[src/peiu_pkg.sv]
package peiu_pkg;

    // ------------------------------------------------------------
    // Register map
    // ------------------------------------------------------------
    localparam logic [4:0] ADDR_CONTROL    = 5'h11;
    localparam logic [4:0] ADDR_STATUS_EN  = 5'h12;
    localparam logic [4:0] ADDR_FALSE_CNT  = 5'h14;
    localparam logic [4:0] ADDR_RXERR_CNT  = 5'h15;

    // ------------------------------------------------------------
    // Control field positions
    // ------------------------------------------------------------
    localparam int CTRL_PIN_IRQ_OE_BIT  = 0;
    localparam int CTRL_EVENT_GATE_BIT  = 1;
    localparam int CTRL_TEST_FORCE_BIT  = 2;
    localparam int CTRL_USED_BITS       = 3;

    // ------------------------------------------------------------
    // Status and enable layout, event index = status bit - 8
    // ------------------------------------------------------------
    localparam int EVENT_COUNT          = 8;
    localparam int STATUS_LSB           = 8;
    localparam int EV_RX_ERROR_HALF     = 0;
    localparam int EV_FALSE_CARR_HALF   = 1;
    localparam int EV_AUTONEG_DONE      = 2;
    localparam int EV_DUPLEX_CHANGE     = 3;
    localparam int EV_SPEED_CHANGE      = 4;
    localparam int EV_LINK_CHANGE       = 5;
    localparam int EV_ENERGY_CHANGE     = 6;
    localparam int EV_LINK_QUALITY      = 7;

    // ------------------------------------------------------------
    // Reset values and widths
    // ------------------------------------------------------------
    localparam int          REG_WIDTH   = 16;
    localparam int          CNT_WIDTH   = 8;
    localparam logic [2:0]  CTRL_RESET  = 3'h0;
    localparam logic [7:0]  EN_RESET    = 8'h00;
    localparam logic [7:0]  STAT_RESET  = 8'h00;
    localparam logic [15:0] RDATA_RESET = 16'h0000;

endpackage

[src/peiu_top.sv]
`timescale 1ns/1ps
// Functional notes
// - Test bit forces interrupt while set
// - Global gate allows event-based interrupts
// - Control bit 0 selects pin role
// - Control bits 15:3 ignore writes, read zero
// - Status latches events regardless of enables
// - Event interrupt on the pin needs enable, gate and output enable
// - Reading status clears returned pending bits
// - Status bits 15..11 quality, energy, link, speed, duplex
// - Bits 10..8 autoneg, false-carrier half, rx-error half
// - Enables 7:0 gate status bit plus eight
// - Summary pending bit, follows test force or gated enabled status
// - False-carrier counter eight bits, saturating
module peiu_top
    import peiu_pkg::*;
(
    // Clock and reset
    input  wire logic                   i_clock,
    input  wire logic                   i_rst_n,
    // Management register port
    input  wire logic [4:0]             i_reg_addr,
    input  wire logic                   i_reg_wr,
    input  wire logic                   i_reg_rd,
    input  wire logic [REG_WIDTH-1:0]   i_reg_wdata,
    output logic [REG_WIDTH-1:0]        o_reg_rdata,
    output logic                        o_reg_rvalid,
    // Event pulses from the detectors
    input  wire logic                   i_energy_change,
    input  wire logic                   i_link_change,
    input  wire logic                   i_speed_change,
    input  wire logic                   i_duplex_change,
    input  wire logic                   i_autoneg_done,
    input  wire logic                   i_link_quality,
    input  wire logic                   i_false_carrier,
    input  wire logic                   i_rx_error,
    // Shared power-down or interrupt pin
    input  wire logic                   i_powerdown_or_irq_pin,
    output logic                        o_powerdown_or_irq_pin,
    output logic                        o_powerdown_or_irq_pin_oe,
    // Status toward the rest of the transceiver
    output logic                        o_powerdown_req,
    output logic                        o_summary_irq_pending
);

    // ------------------------------------------------------------
    // State
    // ------------------------------------------------------------
    logic [2:0]                 ctrl_q;
    logic [EVENT_COUNT-1:0]     enable_q;
    logic [EVENT_COUNT-1:0]     status_q;
    logic [EVENT_COUNT-1:0]     status_d;
    logic [REG_WIDTH-1:0]       rdata_q;
    logic                       rvalid_q;
    logic                       pin_q;
    logic                       pin_oe_q;
    logic                       pending_q;
    logic                       pdn_q;
    logic [2:0]                 pin_sync_q;
    logic [CNT_WIDTH-1:0]       false_cnt;
    logic [CNT_WIDTH-1:0]       rxerr_cnt;
    logic                       false_half;
    logic                       rxerr_half;

    // ------------------------------------------------------------
    // Decode
    // ------------------------------------------------------------
    function automatic logic hit(input logic [4:0] addr, input logic [4:0] target);
        hit = (addr == target);
    endfunction

    wire logic wr_ctrl   = i_reg_wr && hit(i_reg_addr, ADDR_CONTROL);
    wire logic wr_en     = i_reg_wr && hit(i_reg_addr, ADDR_STATUS_EN);
    wire logic rd_stat   = i_reg_rd && hit(i_reg_addr, ADDR_STATUS_EN);
    wire logic rd_false  = i_reg_rd && hit(i_reg_addr, ADDR_FALSE_CNT);
    wire logic rd_rxerr  = i_reg_rd && hit(i_reg_addr, ADDR_RXERR_CNT);

    wire logic pin_irq_oe   = ctrl_q[CTRL_PIN_IRQ_OE_BIT];
    wire logic event_gate   = ctrl_q[CTRL_EVENT_GATE_BIT];
    wire logic test_force   = ctrl_q[CTRL_TEST_FORCE_BIT];

    // ------------------------------------------------------------
    // Event collection
    // ------------------------------------------------------------
    wire logic [EVENT_COUNT-1:0] events = {
        i_link_quality,
        i_energy_change,
        i_link_change,
        i_speed_change,
        i_duplex_change,
        i_autoneg_done,
        false_half,
        rxerr_half
    };

    // Read clears, a new event in the same cycle wins
    assign status_d = (rd_stat ? STAT_RESET : status_q) | events;

    wire logic event_irq = event_gate && |(status_q & enable_q);
    wire logic irq_cond  = test_force || event_irq;
    wire logic irq_out   = pin_irq_oe && irq_cond;

    // ------------------------------------------------------------
    // Read data
    // ------------------------------------------------------------
    wire logic [REG_WIDTH-1:0] rd_mux =
        hit(i_reg_addr, ADDR_CONTROL)   ? {13'h0000, ctrl_q} :
        hit(i_reg_addr, ADDR_STATUS_EN) ? {status_q, enable_q} :
        hit(i_reg_addr, ADDR_FALSE_CNT) ? {8'h00, false_cnt} :
        hit(i_reg_addr, ADDR_RXERR_CNT) ? {8'h00, rxerr_cnt} :
                                          RDATA_RESET;

    // ------------------------------------------------------------
    // Error counters
    // ------------------------------------------------------------
    peiu_sat_counter #(
        .WIDTH        (CNT_WIDTH)
    ) u_false_cnt (
        .i_clock      (i_clock),
        .i_rst_n      (i_rst_n),
        .i_inc        (i_false_carrier),
        .i_clear      (rd_false),
        .o_count      (false_cnt),
        .o_half_event (false_half)
    );

    peiu_sat_counter #(
        .WIDTH        (CNT_WIDTH)
    ) u_rxerr_cnt (
        .i_clock      (i_clock),
        .i_rst_n      (i_rst_n),
        .i_inc        (i_rx_error),
        .i_clear      (rd_rxerr),
        .o_count      (rxerr_cnt),
        .o_half_event (rxerr_half)
    );

    // ------------------------------------------------------------
    // Registers
    // ------------------------------------------------------------
    always_ff @(posedge i_clock or negedge i_rst_n) begin
        if (!i_rst_n) begin
            ctrl_q   <= CTRL_RESET;
            enable_q <= EN_RESET;
            status_q <= STAT_RESET;
        end else begin
            if (wr_ctrl) begin
                ctrl_q <= i_reg_wdata[CTRL_USED_BITS-1:0];
            end
            if (wr_en) begin
                enable_q <= i_reg_wdata[EVENT_COUNT-1:0];
            end
            status_q <= status_d;
        end
    end

    always_ff @(posedge i_clock or negedge i_rst_n) begin
        if (!i_rst_n) begin
            rdata_q  <= RDATA_RESET;
            rvalid_q <= 1'b0;
        end else begin
            rvalid_q <= i_reg_rd;
            if (i_reg_rd) begin
                rdata_q <= rd_mux;
            end
        end
    end

    // ------------------------------------------------------------
    // Pin and summary
    // ------------------------------------------------------------
    always_ff @(posedge i_clock or negedge i_rst_n) begin
        if (!i_rst_n) begin
            pin_sync_q <= 3'h7;
            pin_q      <= 1'b1;
            pin_oe_q   <= 1'b0;
            pending_q  <= 1'b0;
            pdn_q      <= 1'b0;
        end else begin
            pin_sync_q <= {pin_sync_q[1:0], i_powerdown_or_irq_pin};
            pin_q      <= !irq_out;
            pin_oe_q   <= pin_irq_oe;
            pending_q  <= irq_cond;
            if (!pin_irq_oe) begin
                if (pin_sync_q[2] == pin_sync_q[1]) begin
                    pdn_q <= !pin_sync_q[2];
                end
            end else begin
                pdn_q <= 1'b0;
            end
        end
    end

    assign o_reg_rdata               = rdata_q;
    assign o_reg_rvalid              = rvalid_q;
    assign o_powerdown_or_irq_pin    = pin_q;
    assign o_powerdown_or_irq_pin_oe = pin_oe_q;
    assign o_powerdown_req           = pdn_q;
    assign o_summary_irq_pending     = pending_q;

    // ------------------------------------------------------------
    // Checks
    // ------------------------------------------------------------
    a_test_force_irq: assert property (@(posedge i_clock) disable iff (!i_rst_n)
        test_force && pin_irq_oe |=> !o_powerdown_or_irq_pin && o_summary_irq_pending)
        else $error("test force did not raise the interrupt");

    a_gate_blocks_irq: assert property (@(posedge i_clock) disable iff (!i_rst_n)
        !event_gate && !test_force |=> o_powerdown_or_irq_pin && !o_summary_irq_pending)
        else $error("interrupt raised with gate closed");

    a_pin_role_oe: assert property (@(posedge i_clock) disable iff (!i_rst_n)
        ##1 o_powerdown_or_irq_pin_oe == $past(ctrl_q[CTRL_PIN_IRQ_OE_BIT]))
        else $error("pin enable does not follow control bit");

    a_ctrl_reserved_zero: assert property (@(posedge i_clock) disable iff (!i_rst_n)
        i_reg_rd && hit(i_reg_addr, ADDR_CONTROL) |=> o_reg_rvalid && o_reg_rdata[15:3] == 13'h0000)
        else $error("reserved control bits read nonzero");

    a_event_latched: assert property (@(posedge i_clock) disable iff (!i_rst_n)
        |events |=> (status_q & $past(events)) == $past(events))
        else $error("event not latched in status");

    a_enable_gates_irq: assert property (@(posedge i_clock) disable iff (!i_rst_n)
        !test_force && (!pin_irq_oe || !(|(status_q & enable_q))) |=> o_powerdown_or_irq_pin)
        else $error("interrupt without enabled pending event");

    a_read_clears: assert property (@(posedge i_clock) disable iff (!i_rst_n)
        rd_stat && !(|events) |=> status_q == STAT_RESET)
        else $error("status not cleared by read");

    a_status_layout: assert property (@(posedge i_clock) disable iff (!i_rst_n)
        rd_stat |=> o_reg_rdata[15:8] == $past(status_q) && o_reg_rdata[7:0] == $past(enable_q))
        else $error("status read data misplaced");

    a_autoneg_bit: assert property (@(posedge i_clock) disable iff (!i_rst_n)
        i_autoneg_done |=> status_q[EV_AUTONEG_DONE] ##1 (status_q[EV_AUTONEG_DONE] || $past(rd_stat)))
        else $error("autoneg event not held in bit 10");

    a_enable_write: assert property (@(posedge i_clock) disable iff (!i_rst_n)
        wr_en |=> enable_q == $past(i_reg_wdata[7:0]))
        else $error("enable write lost");

    a_summary_holds: assert property (@(posedge i_clock) disable iff (!i_rst_n)
        event_gate && |(status_q & enable_q) |=> o_summary_irq_pending)
        else $error("summary pending not shown");

    a_pin_release: assert property (@(posedge i_clock) disable iff (!i_rst_n)
        pin_irq_oe && irq_cond |=> !o_powerdown_or_irq_pin ##1 (o_powerdown_or_irq_pin || $past(irq_out)))
        else $error("pin not driven low for interrupt");

    a_ctrl_write: assert property (@(posedge i_clock) disable iff (!i_rst_n)
        wr_ctrl |=> ctrl_q == $past(i_reg_wdata[CTRL_USED_BITS-1:0]))
        else $error("control write lost");

    a_status_no_write: assert property (@(posedge i_clock) disable iff (!i_rst_n)
        wr_en && !rd_stat && !(|events) |=> status_q == $past(status_q))
        else $error("status changed by a write");

    a_set_beats_clear: assert property (@(posedge i_clock) disable iff (!i_rst_n)
        rd_stat && |events |=> status_q == $past(events))
        else $error("event lost against a status read");

    a_status_sticky: assert property (@(posedge i_clock) disable iff (!i_rst_n)
        !rd_stat |=> (status_q & $past(status_q)) == $past(status_q))
        else $error("pending status dropped without a read");

    a_link_change_bit: assert property (@(posedge i_clock) disable iff (!i_rst_n)
        i_link_change |=> status_q[EV_LINK_CHANGE])
        else $error("link event not held in bit 13");

    a_quality_bit: assert property (@(posedge i_clock) disable iff (!i_rst_n)
        i_link_quality |=> status_q[EV_LINK_QUALITY])
        else $error("quality event not held in bit 15");

    a_energy_bit: assert property (@(posedge i_clock) disable iff (!i_rst_n)
        i_energy_change |=> status_q[EV_ENERGY_CHANGE])
        else $error("energy event not held in bit 14");

    a_false_half_bit: assert property (@(posedge i_clock) disable iff (!i_rst_n)
        false_half |=> status_q[EV_FALSE_CARR_HALF])
        else $error("false carrier half event not held in bit 9");

    a_rxerr_half_bit: assert property (@(posedge i_clock) disable iff (!i_rst_n)
        rxerr_half |=> status_q[EV_RX_ERROR_HALF])
        else $error("rx error half event not held in bit 8");

    a_pin_input_role: assert property (@(posedge i_clock) disable iff (!i_rst_n)
        !pin_irq_oe |=> o_powerdown_or_irq_pin && !o_powerdown_or_irq_pin_oe)
        else $error("pin driven while in power down role");

    a_pdn_irq_role: assert property (@(posedge i_clock) disable iff (!i_rst_n)
        pin_irq_oe |=> !o_powerdown_req)
        else $error("power down request while pin is an output");

    a_pending_clear: assert property (@(posedge i_clock) disable iff (!i_rst_n)
        !test_force && !event_irq |=> !o_summary_irq_pending)
        else $error("summary pending without a cause");

    a_count_read_zero: assert property (@(posedge i_clock) disable iff (!i_rst_n)
        i_reg_rd && hit(i_reg_addr, ADDR_FALSE_CNT) |=> o_reg_rdata[15:8] == 8'h00)
        else $error("counter read upper byte nonzero");

endmodule

[src/peiu_sat_counter.sv]
`timescale 1ns/1ps
module peiu_sat_counter
    import peiu_pkg::*;
#(
    parameter int WIDTH = CNT_WIDTH
) (
    // Clock and reset
    input  wire logic             i_clock,
    input  wire logic             i_rst_n,
    // Event and clear-on-read
    input  wire logic             i_inc,
    input  wire logic             i_clear,
    // Count and half-full pulse
    output logic [WIDTH-1:0]      o_count,
    output logic                  o_half_event
);

    logic [WIDTH-1:0] count_q;
    logic [WIDTH-1:0] count_d;
    logic             half_q;
    wire  logic       at_max  = &count_q;
    wire  logic       msb_d;

    // ------------------------------------------------------------
    // Saturating count, clear takes the old value away
    // ------------------------------------------------------------
    always_comb begin
        if (i_clear) begin
            count_d = {{(WIDTH-1){1'b0}}, i_inc};
        end else if (i_inc && !at_max) begin
            count_d = count_q + {{(WIDTH-1){1'b0}}, 1'b1};
        end else begin
            count_d = count_q;
        end
    end

    assign msb_d = count_d[WIDTH-1];

    always_ff @(posedge i_clock or negedge i_rst_n) begin
        if (!i_rst_n) begin
            count_q <= '0;
            half_q  <= 1'b0;
        end else begin
            count_q <= count_d;
            half_q  <= msb_d && !count_q[WIDTH-1];
        end
    end

    assign o_count      = count_q;
    assign o_half_event = half_q;

    // ------------------------------------------------------------
    // Checks
    // ------------------------------------------------------------
    a_count_sticks_max: assert property (@(posedge i_clock) disable iff (!i_rst_n)
        at_max && !i_clear |=> &count_q)
        else $error("counter left its maximum without a clear");

    a_half_once: assert property (@(posedge i_clock) disable iff (!i_rst_n)
        half_q |-> count_q[WIDTH-1] && !$past(count_q[WIDTH-1]))
        else $error("half-full event without msb rising");

endmodule

[config.mk]
export PLATFORM = sky130hd
export DESIGN_NAME = peiu_top
export DESIGN_NICKNAME = d
export VERILOG_FILES = /design/src/peiu_pkg.sv /design/src/peiu_top.sv /design/src/peiu_sat_counter.sv
export SDC_FILE = /design/constraint.sdc
export NUM_CORES = 1
export LEC_CHECK = 0
export BUFFER_PORTS_ARGS = -buffer_cell sky130_fd_sc_hd__buf_2
export CORE_MARGIN = 2
export CORE_UTILIZATION = 50
export CTS_CLUSTER_SIZE = 30
export DETAILED_ROUTE_END_ITERATION = 16
export GPL_TIMING_DRIVEN = 0
export PLACE_DENSITY = 0.76
export SETUP_SLACK_MARGIN = 0.02
export SYNTH_ARGS = -nofsm -noshare
export SYNTH_HDL_FRONTEND = slang
export SYNTH_HIERARCHICAL = 1
export SYNTH_SLANG_ARGS = --single-unit
export TNS_END_PERCENT = 100
[constraint.sdc]
create_clock -name i_clock -period 1.4 [get_ports i_clock]
set_input_delay 0.07 -clock i_clock [delete_from_list [all_inputs] [get_ports i_clock]]
set_output_delay 0.07 -clock i_clock [all_outputs]
set_load 0.01 [all_outputs]
Word level (Yosys, flattened, before mapping). Cells that the tools add are included. W data, S select, Z words.

Register bits: 61. Bits in latches: 0. Memory bits (writable): 0. ROM bits: 0. Input port bits: 34. Output and inout bits: 21. Word-level logic and storage cells: 60. Memories kept: 0.

Add/sub/neg operators: 2. $mul: 0. Div/mod/pow operators: 0. $lt $le $gt $ge: 0. Equality and inequality tests: 5. Shift-type cells: 0. Multiplexer cells: 11. Bitwise gates (word level): 2. Reduce and logical (&&, ||, !) cells: 24.

Operators by type and width (count): $mux W8 (7); $mux W16 (2); $eq A5 B5 Y1 const B (4); $add A8 B1 Y8 const B (2); $reduce_and A8 Y1 (2); $logic_and A1 B1 Y1 (11); $and A8 B8 Y8 (1); $or A8 B8 Y8 (1); $reduce_or A8 Y1 (1); $logic_not A1 Y1 (6); $reduce_bool A2 Y1 (3); $mux W1 (2); $eq A1 B1 Y1 (1); $logic_or A1 B1 Y1 (1).

Logic depth before layout (Yosys ltp). Gate-level depths: netlist (run 1).

Word-level depth: 6. Depth in mapped cells: 7. Gate-level depth less buffers: 6.

Cells and area by module. Netlist (run 1), hierarchy kept.

By module, submodules not included: peiu_top (instances 1, cells each 158, area each 1890.6 µm², seq. area each 1081.0 µm²); peiu_sat_counter (u_rxerr_cnt) (instances 1, cells each 49, area each 500.5 µm², seq. area each 225.2 µm²); peiu_sat_counter (u_false_cnt) (instances 1, cells each 47, area each 490.5 µm², seq. area each 225.2 µm²).

Least setup slack after synthesis (run 1). OpenSTA, ideal clock, no wires.

Path kind: input to register. Start: input port i_reg_rd. End: register u_false_cnt.count_q[3] (netlist: u_false_cnt/o_count[3]). Library setup time: 128 ps. Arrival: 1393 ps. Data required time: 1272 ps. Path slack: -120 ps. Stages on the path: 6. Buffers on the path: 3. Cells stage by stage: clkbuf_1 > clkbuf_1 > and2_1 > clkbuf_1 > nor2_1 > mux2_1.

Word-level cells in the longest chain between the ends: 2. Elaborated cells on any way between the ends: 3. Classes of those cells: 1 x mux; 2 x reduce/logical.

RTL lines: start, declared (line peiu_top.sv:24) `input wire logic i_reg_rd,`; $logic_and A1 B1 Y1 * (line peiu_top.sv:75) `wire logic rd_false = i_reg_rd && hit(i_reg_addr, ADDR_FALSE_CNT);`; named net rd_false (line peiu_top.sv:75); $mux W8 or $reduce_bool A2 Y1 (tied branches); end signal, assigned (line peiu_sat_counter.sv:44) `count_q <= count_d;`; end, declared (line peiu_sat_counter.sv:18) `logic [WIDTH-1:0] count_q;`.

Mark *: on every way through the listed nets, which the timed path passes. The rest lies on a longest branch. A chain may end at the register's enable or synchronous reset.

Worst setup path after layout (run 1).
Start: register u_rxerr_cnt.count_q[1] (netlist: u_rxerr_cnt/o_count[1]). End: register u_rxerr_cnt.count_q[4] (netlist: u_rxerr_cnt/o_count[4]).

Word-level cells in the longest chain between the ends: 4. Elaborated cells on any way between the ends: 7. Classes of those cells: 1 x add/sub; 2 x mux; 4 x reduce/logical.

RTL lines (line): start, declared (peiu_sat_counter.sv:18); start signal, assigned (peiu_sat_counter.sv:44); parallel branches: the longest is 4 deep, another holds $add A8 B1 Y8.

Parallel ways; which one is timed is not known. The select of a mux whose other input is x is not followed.

==> run_results.csv, run 1 <==
group,metric,value,unit
pwr,switching_power,1.52,mW
sta,relSlewSlack,50.6,%
final_layout,synthToLayoutAreaGrowth,27.1,%
detailed_routing,detail_route.iter0.violations,172,
sta,skew,0.0117,ns
setup_path,crit_start,"u_rxerr_cnt/o_count[1]$_DFFE_PN0P_",
die,initial_util,52.0,%
detailed_routing,drt_pass1_iterations,4,
sta,finalSetupViolations,0,
logic_synthesis,postSynthAreaPerCell,11.3,um^2
global_routing,grt_overflow_total,0,
global_routing,antenna_violations_before_repair,0,
setup_path,worstReg2RegStart,"u_rxerr_cnt/o_count[1]$_DFFE_PN0P_",
final_layout,finalInstanceArea,3660,um^2
setup_path,worst-setup-path-type,"reg2reg",
cts,numCtsBuffers,9,
detailed_routing,wire_length_reported_by_the_detailed_router,6.68,mm
logic_synthesis,async_reset_ff_share,100,%
die,core,5540,um^2
die,io_pins,55,
die,rows,27,
sta,worstMarginPinSlew,0.741,ns
detailed_routing,vias,2310,
logic_synthesis,synth_cell_types,50,
pwr,worst_ir_drop_vdd,695,uV
logic_synthesis,synth.ff_latch_count,61,
sta,pins_over_slew_limit,0,
logic_synthesis,synth_edf_count,0,
logic_synthesis,synth_top_flop_cell,"sky130_fd_sc_hd__dfrtp_1",
cts,cts_max_level,3,
detailed_routing,antenna_violating_nets_post_route,0,
min_path,hold_end,"o_reg_rvalid$_DFF_PN0_",
final_layout,n_antenna_cell,0,
logic_synthesis,seq_area_frac_synth,53.1,%
final_layout,final_cell_count_no_fill,410,
setup_path,r2r-end,"u_rxerr_cnt/o_count[4]$_DFFE_PN0P_",
cts,worstSkewPairLatency,0.34,ns
global_routing,vias_in_the_first_global_route,2279,
final_layout,num-nets-final,369,
final_layout,fillerInstances,445,
placement,detailed_place.area,3250,um^2
die,floorplan.die.width,79.9,um
logic_synthesis,post_synth_inst_count,254,
setup_path,crit_fanout,7,
final_layout,final_layout_size_suffix_gt1_share,35.5,%
pwr,cellInternalPower,3.30,mW
min_path,min-delay-path-class,"in2reg",
cts,cts_root_buf,"sky130_fd_sc_hd__clkbuf_8",
sta,finalCriticalPeriod,1.36,ns
final_layout,post-route-util,66.1,%
cts,clock_tree.buffer_depth,2,
setup_path,ff2ff_setup_slack,0.04,ns
setup_path,end_kind,"flip-flop",
run,cap_viol_max_count,0,
min_path,hold_start,"i_reg_rd",
pwr,cellLeakagePower,1.65,nW
sta,finalCritPeriodShare,97.3,%
min_path,worst_hold_path.num_cells,1,
setup_path,cp_data_required_time,1.62,ns
global_routing,grt_util_all_layers,22.8,%
placement,replace_congestion,0.909,
placement,place_inst,372,
die,floorplan.die_area,6390,um^2
pwr,share_clk_of_total_power,28.5,%
setup_path,r2r_cells,4,
pwr,power.density,1320,nW/um^2
logic_synthesis,ys.warnings.count,6,
detailed_routing,drc_errors,0,
pwr,pwr-share-seq,50.1,%
cts,clkTransAtPathRegs,0.07,ns
setup_path,startpoint_type,"flip-flop",
global_routing,grt_pass1_wl,11.0,mm
sta,max_fclk,734,MHz
detailed_routing,route.detailed.wl_per_inst,16.3,um
pwr,combinationalPowerShare,21.4,%
global_routing,grt_start_max_net_pins,62,
detailed_routing,viasPerCell,5.63,
logic_synthesis,synth.cell_area,2880,um^2
logic_synthesis,syn-num-nets,290,
pwr,power_switching_share,31.5,%
sta,hold_viol_final,0,
sta,hold_ws,0.0197,ns
sta,grt_setup_unrepaired,"true",
placement,port_buffers,46,
cts,clock_tree_from_tritoncts,"yes",
cts,clock_sinks,61,
die,die_height,79.9,um
placement,hpwlAfterDp,4.53,mm
status,status,"finished, final reports clean",
setup_path,worstPathArrival,1.58,ns
==> registers in the layout, summed over array words and instances (netlist names) <==
register,flops
o_reg_rvalid,1
enable_q,8
u_false_cnt/o_half_event,1
o_reg_rdata,16
o_powerdown_or_irq_pin,1
pin_sync_q,3
ctrl_q,3
u_false_cnt/o_count,8
o_powerdown_req,1
status_q,8
o_powerdown_or_irq_pin_oe,1
o_summary_irq_pending,1
u_rxerr_cnt/o_half_event,1
u_rxerr_cnt/o_count,8
==> through the flow <==
stage,power (mW),setup WS [ns],setup TNS (ns)
6_report,4.82,0.0374,0
5_1_grt,5.09,-0.00842,-0.00842
3_5_place_dp,3.28,-0.434,-4.77
3_3_place_gp,3.24,-0.436,-4.27
4_1_cts,4.75,-0.00281,-0.00281
2_1_floorplan,2.94,0.0290,0
==> area by class of cell <==
class	count	area, um^2	area share [%]
sequential	61	1540	42.1
multi-input combinational	169	1300	35.4
timing repair buffer	69	445	12.2
clock buffer	12	145	3.96
tap	72	90.1	2.46
buffer	8	60.1	1.64
inverter	15	56.3	1.54
clock inverter	4	25.0	0.683
==> cells in the mapped netlist, types with 2 or more instances <==
cell | n | share of area, %
sky130_fd_sc_hd__nor2b_1 | 7 | 1.5
sky130_fd_sc_hd__o21ai_0 | 12 | 2.1
sky130_fd_sc_hd__nor4_1 | 4 | 0.87
sky130_fd_sc_hd__mux2_4 | 2 | 1.0
sky130_fd_sc_hd__inv_1 | 15 | 2.0
sky130_fd_sc_hd__nand4_1 | 3 | 0.65
sky130_fd_sc_hd__nand2_1 | 10 | 1.3
sky130_fd_sc_hd__o211a_1 | 2 | 0.69
sky130_fd_sc_hd__dfstp_2 | 4 | 3.6
sky130_fd_sc_hd__buf_6 | 2 | 0.78
sky130_fd_sc_hd__a221oi_1 | 6 | 1.8
sky130_fd_sc_hd__nor2_1 | 11 | 1.4
sky130_fd_sc_hd__o21a_1 | 2 | 0.52
sky130_fd_sc_hd__mux2i_1 | 2 | 0.69
sky130_fd_sc_hd__and4_1 | 5 | 1.5
sky130_fd_sc_hd__dfrtp_1 | 57 | 50
sky130_fd_sc_hd__a211oi_1 | 4 | 1.0
sky130_fd_sc_hd__a31oi_1 | 7 | 1.5
sky130_fd_sc_hd__o21ai_1 | 4 | 0.69
sky130_fd_sc_hd__a21o_1 | 9 | 2.3
sky130_fd_sc_hd__nand2b_1 | 7 | 1.5
sky130_fd_sc_hd__ha_1 | 2 | 0.87
sky130_fd_sc_hd__nand3_1 | 11 | 1.9
sky130_fd_sc_hd__nor3b_1 | 3 | 0.78
sky130_fd_sc_hd__and2_1 | 2 | 0.43
sky130_fd_sc_hd__a22oi_1 | 4 | 1.0
sky130_fd_sc_hd__nand4_2 | 2 | 0.87
sky130_fd_sc_hd__a21oi_1 | 6 | 1.0
sky130_fd_sc_hd__nand3b_1 | 3 | 0.78
sky130_fd_sc_hd__clkbuf_1 | 5 | 0.65
sky130_fd_sc_hd__o32ai_1 | 5 | 1.5
sky130_fd_sc_hd__nor3_1 | 5 | 0.87
sky130_fd_sc_hd__mux2_2 | 11 | 4.3
sky130_fd_sc_hd__and3_1 | 3 | 0.65
sky130_fd_sc_hd__a221oi_2 | 2 | 1.0
==> worst max path at each step <==
stage | slack [ns] | end
final | 0.04 | u_rxerr_cnt/o_count[4]$_DFFE_PN0P_
after global routing | -0.008 | u_rxerr_cnt/o_count[4]$_DFFE_PN0P_
after CTS | -0.003 | u_rxerr_cnt/o_count[4]$_DFFE_PN0P_
after detailed placement | -0.43 | u_rxerr_cnt/o_count[0]$_DFFE_PN0P_
after global placement | -0.44 | u_rxerr_cnt/o_count[4]$_DFFE_PN0P_
after floorplan | 0.03 | u_false_cnt/o_count[3]$_DFFE_PN0P_
==> power groups by stage <==
stage	Sequential [mW]	Clock [mW]	Combinational [mW]
after global routing	2.46	1.48	1.15
after detailed placement	2.43	0	0.848
final	2.42	1.37	1.03
after global placement	2.42	0	0.817
after CTS	2.41	1.41	0.934
after floorplan	2.35	0	0.595
==> metal layers <==
layer  up-vias  routed length, um  global-route usage, %  share of wire (%)
li1       1115                  -                      -                  -
met1      1126               3000                   29.4                 45
met2        58               3320                   37.9                 50
met3        11                259                   5.54                3.9
met4         0                100                   6.78                1.5
met5         -                  0                      0                  0
==> logic make-up (layout without fill, tap and decap cells) <==
group	count (synthesis)	in the layout	synth area share [%]
buffers and inverters	24	108	3.73
AOI/OAI and AO/OA	67	67	16.6
muxes	16	16	6.43
DFF	61	61	53.1
and+or+nand+nor	84	84	19.2
adders and majority gates	2	2	0.868
==> critical path: stages, from the launching register on <==
cell and delay (ns):
sky130_fd_sc_hd__dfrtp_2 0.40, sky130_fd_sc_hd__ha_4 0.18, sky130_fd_sc_hd__and3_4 0.21, sky130_fd_sc_hd__o211a_1 0.17, sky130_fd_sc_hd__mux2_4 0.29
==> cells in the final DEF, fill, tap and decap left out, types with 5 or more instances in the layout <==
cell type | synthesis | final
sky130_fd_sc_hd__a221oi_1 | 6 | 6
sky130_fd_sc_hd__nand2b_1 | 7 | 7
sky130_fd_sc_hd__mux2_2 | 11 | 11
sky130_fd_sc_hd__o32ai_1 | 5 | 5
sky130_fd_sc_hd__and4_1 | 5 | 5
sky130_fd_sc_hd__nand3_1 | 11 | 11
sky130_fd_sc_hd__o21ai_0 | 12 | 12
sky130_fd_sc_hd__buf_4 | 0 | 8
sky130_fd_sc_hd__dlygate4sd3_1 | 0 | 16
sky130_fd_sc_hd__a21o_1 | 9 | 9
sky130_fd_sc_hd__dfrtp_2 | 0 | 10
sky130_fd_sc_hd__a31oi_1 | 7 | 6
sky130_fd_sc_hd__nand2_1 | 10 | 9
sky130_fd_sc_hd__clkbuf_8 | 0 | 11
sky130_fd_sc_hd__nor3_1 | 5 | 5
sky130_fd_sc_hd__nor2b_1 | 7 | 7
sky130_fd_sc_hd__buf_2 | 1 | 46
sky130_fd_sc_hd__nor2_1 | 11 | 11
sky130_fd_sc_hd__dfrtp_1 | 57 | 47
sky130_fd_sc_hd__inv_1 | 15 | 15
sky130_fd_sc_hd__a21oi_1 | 6 | 6
==> repair_timing <==
action                                  in CTS  in global routing
hold endpoints to repair                    17                 57
pin swaps                                    0                  5
hold buffers                                15                  1
endpoints found under the setup margin       5                  6
gates resized for setup                      8                  6
buffers inserted                             2                  5
(Power assumes the default switching activity.)
==> run 2: changes to the inputs <==
CORE_ASPECT_RATIO = 1.5   (was unset)
CTS_BUF_LIST = sky130_fd_sc_hd__clkbuf_2 sky130_fd_sc_hd__clkbuf_4 sky130_fd_sc_hd__clkbuf_8   (was unset)
==> run 2 against run 1 <==
Highest routed layer unchanged. Combinational power barely moved. Critical path depth did not move. Wire length rose by 3.4%. Register-to-register slack got worse by 0.02 ns. Hold slack improved by 0.0099 ns. Global-route usage rose by 0.22 points. Via count rose by 5.3%. Power rose by 9.4%. Non-clock buffer count rose by 5. Largest cell class unchanged. Cell area rose by 2.9%. Largest power group unchanged.
==> run_results.csv, run 2 (same netlist as run 1, synthesis figures left out) <==
group,metric,value,unit
status,status,"finished, final reports clean",
die,io_pins,55,
global_routing,grt_start_max_net_pins,62,
run,cap_viol_max_count,0,
sta,max_fclk,724,MHz
sta,worstMarginPinSlew,0.747,ns
setup_path,end_kind,"flip-flop",
min_path,hold_end,"u_false_cnt/o_count[0]$_DFFE_PN0P_",
cts,clock_tree.buffer_depth,2,
die,die_height,97.0,um
final_layout,final_cell_count_no_fill,413,
pwr,power,5.28,mW
final_layout,synthToLayoutAreaGrowth,30.8,%
setup_path,ff2ff_setup_slack,0.02,ns
final_layout,n_antenna_cell,0,
pwr,power_switching_share,29.0,%
setup_path,crit_fanout,6,
sta,grt_setup_unrepaired,"true",
detailed_routing,antenna_violating_nets_post_route,0,
pwr,cellLeakagePower,1.71,nW
cts,clkTransAtPathRegs,0.07,ns
pwr,worst_ir_drop_vdd,625,uV
pwr,share_clk_of_total_power,33.9,%
placement,port_buffers,46,
final_layout,post-route-util,68.1,%
detailed_routing,detail_route.iter0.violations,148,
detailed_routing,route.detailed.wl_per_inst,16.7,um
die,initial_util,52.1,%
setup_path,cpMaxStageDelayCell,"sky130_fd_sc_hd__dfrtp_2",
min_path,worst_hold_path.num_cells,3,
cts,cts_max_level,3,
placement,replace_congestion,0.897,
final_layout,mostFrequentLayoutCells,"48 x sky130_fd_sc_hd__dfrtp_1, 45 x sky130_fd_sc_hd__buf_2, 16 x sky130_fd_sc_hd__dlygate4sd3_1, 15 x sky130_fd_sc_hd__inv_1, 14 x sky130_fd_sc_hd__buf_4",
pwr,combinationalPowerShare,20.2,%
setup_path,crit_start,"u_false_cnt/o_count[0]$_DFFE_PN0P_",
final_layout,num-nets-final,374,
cts,cts_root_buf,"sky130_fd_sc_hd__clkbuf_8",
setup_path,worst-setup-path-type,"reg2reg",
cts,numCtsBuffers,9,
placement,detailedPlace.worstSlack,-0.422,ns
die,rows,33,
sta,finalSetupViolations,0,
cts,clock_tree_from_tritoncts,"yes",
sta,finalCritPeriodShare,98.7,%
global_routing,grt_pass1_wl,11.2,mm
global_routing,grt_overflow_total,0,
sta,pins_over_slew_limit,0,
die,floorplan.die.width,66.0,um
placement,hpwlAfterDp,4.61,mm
global_routing,antenna_violations_before_repair,0,
detailed_routing,drt_pass1_iterations,4,
sta,skew,0.00440,ns
final_layout,flip_flop_count_of_the_largest_register_all_copies_and_words_added,16,
setup_path,buffer_and_inverter_count_on_the_worst_path,0,
setup_path,worstPathArrival,1.61,ns
die,floorplan.die_area,6400,um^2
setup_path,startpoint_type,"flip-flop",
cts,clock_sinks,61,
pwr,cellInternalPower,3.75,mW
sta,worst_slack,0.0186,ns
sta,finalCriticalPeriod,1.38,ns
global_routing,vias_in_the_first_global_route,2400,
setup_path,worstReg2RegStart,"u_false_cnt/o_count[0]$_DFFE_PN0P_",
final_layout,final_layout_size_suffix_gt1_share,36.7,%
setup_path,r2r_cells,4,
final_layout,most_common_cell_after_layout_fill_and_taps_aside,"sky130_fd_sc_hd__dfrtp_1",
detailed_routing,viasPerCell,5.89,
setup_path,cpPeakStageDelay,0.41,ns
setup_path,cp_data_required_time,1.63,ns
cts,worstSkewPairLatency,0.34,ns
detailed_routing,wire_length_reported_by_the_detailed_router,6.91,mm
detailed_routing,drc_errors,0,
pwr,power.density,1400,nW/um^2
min_path,min-delay-path-class,"in2reg",
detailed_routing,vias,2432,
placement,place_inst,370,
die,core,5530,um^2
pwr,pwr-share-seq,45.9,%
setup_path,r2r-end,"u_false_cnt/o_count[4]$_DFFE_PN0P_",
pwr,switching_power,1.53,mW
sta,hold_viol_final,0,
global_routing,grt_util_all_layers,23.0,%
min_path,hold_start,"i_false_carrier",
sta,relSlewSlack,50.2,%
setup_path,cpLargestDelayFamily,"flip-flops",
setup_path,timing.critical_path.cells,"ha_4 -> and3_4 -> o211a_1 -> mux2_4",
run 2: area by class of cell:
cell class,count,area [um^2]
inverters,15,56.3
multi-input cells,169,1310
fillers,410,1760
plain buffers,7,57.6
repair buffers,75,490
flip-flops and latches,61,1540
clock inverters,4,70.1
clock buffers,12,159
well taps,70,87.6
run 2: tightest hold or removal path, delay by kind of cell:
| family | cells | cell delay [ns] |
|---|---|---|
| compound gates | 2 | 0.13 |
| buf+inv | 1 | 0.13 |
run 2: repair_timing:
action,in CTS,in global routing
setup buffers,4,9
hold buffers,15,1
pin swaps,1,5
hold endpoints to repair,18,57
gates resized for setup,6,8
setup endpoints to repair,5,5
run 2: power by group through the flow:
stage               Clock (mW)  Combinational [mW]  Sequential, mW
floorplan                    0               0.595            2.35
global placement             0               0.818            2.42
detailed placement           0               0.858            2.44
CTS                       1.81               0.996            2.38
global route              1.89                1.17            2.46
finish                    1.79                1.06            2.43
run 2: worst max-delay path by stage:
| stage | end | slack (ns) | depth (start not counted) |
|---|---|---|---|
| global placement | u_rxerr_cnt/o_count[4]$_DFFE_PN0P_ | -0.42 | 7 |
| finish | u_false_cnt/o_count[4]$_DFFE_PN0P_ | 0.02 | 4 |
| floorplan | u_false_cnt/o_count[3]$_DFFE_PN0P_ | 0.03 | 6 |
| CTS | u_false_cnt/o_count[4]$_DFFE_PN0P_ | 0.004 | 4 |
| global route | u_false_cnt/o_count[4]$_DFFE_PN0P_ | -0.004 | 4 |
| detailed placement | u_rxerr_cnt/o_count[4]$_DFFE_PN0P_ | -0.42 | 7 |
run 2: layer usage:
metal  part of all wire, %  vias up  GRT usage [%]
met1                    39     1221           25.8
met3                   4.0        9           5.93
met5                     0        -              0
met2                    56       79           40.9
met4                   1.6        0           8.01
li1                      -     1123              -
run 2: metrics by stage:
stage | cell area, um^2 | TNS [ns] | hold WS [ns]
finish | 3770 | 0 | 0.0296
CTS | 3670 | 0 | 0.00257
floorplan | 2930 | 0 | -0.226
detailed placement | 3250 | -4.93 | 0.178
global route | 3770 | -0.00376 | 0.0334
global placement | 3250 | -4.62 | 0.177
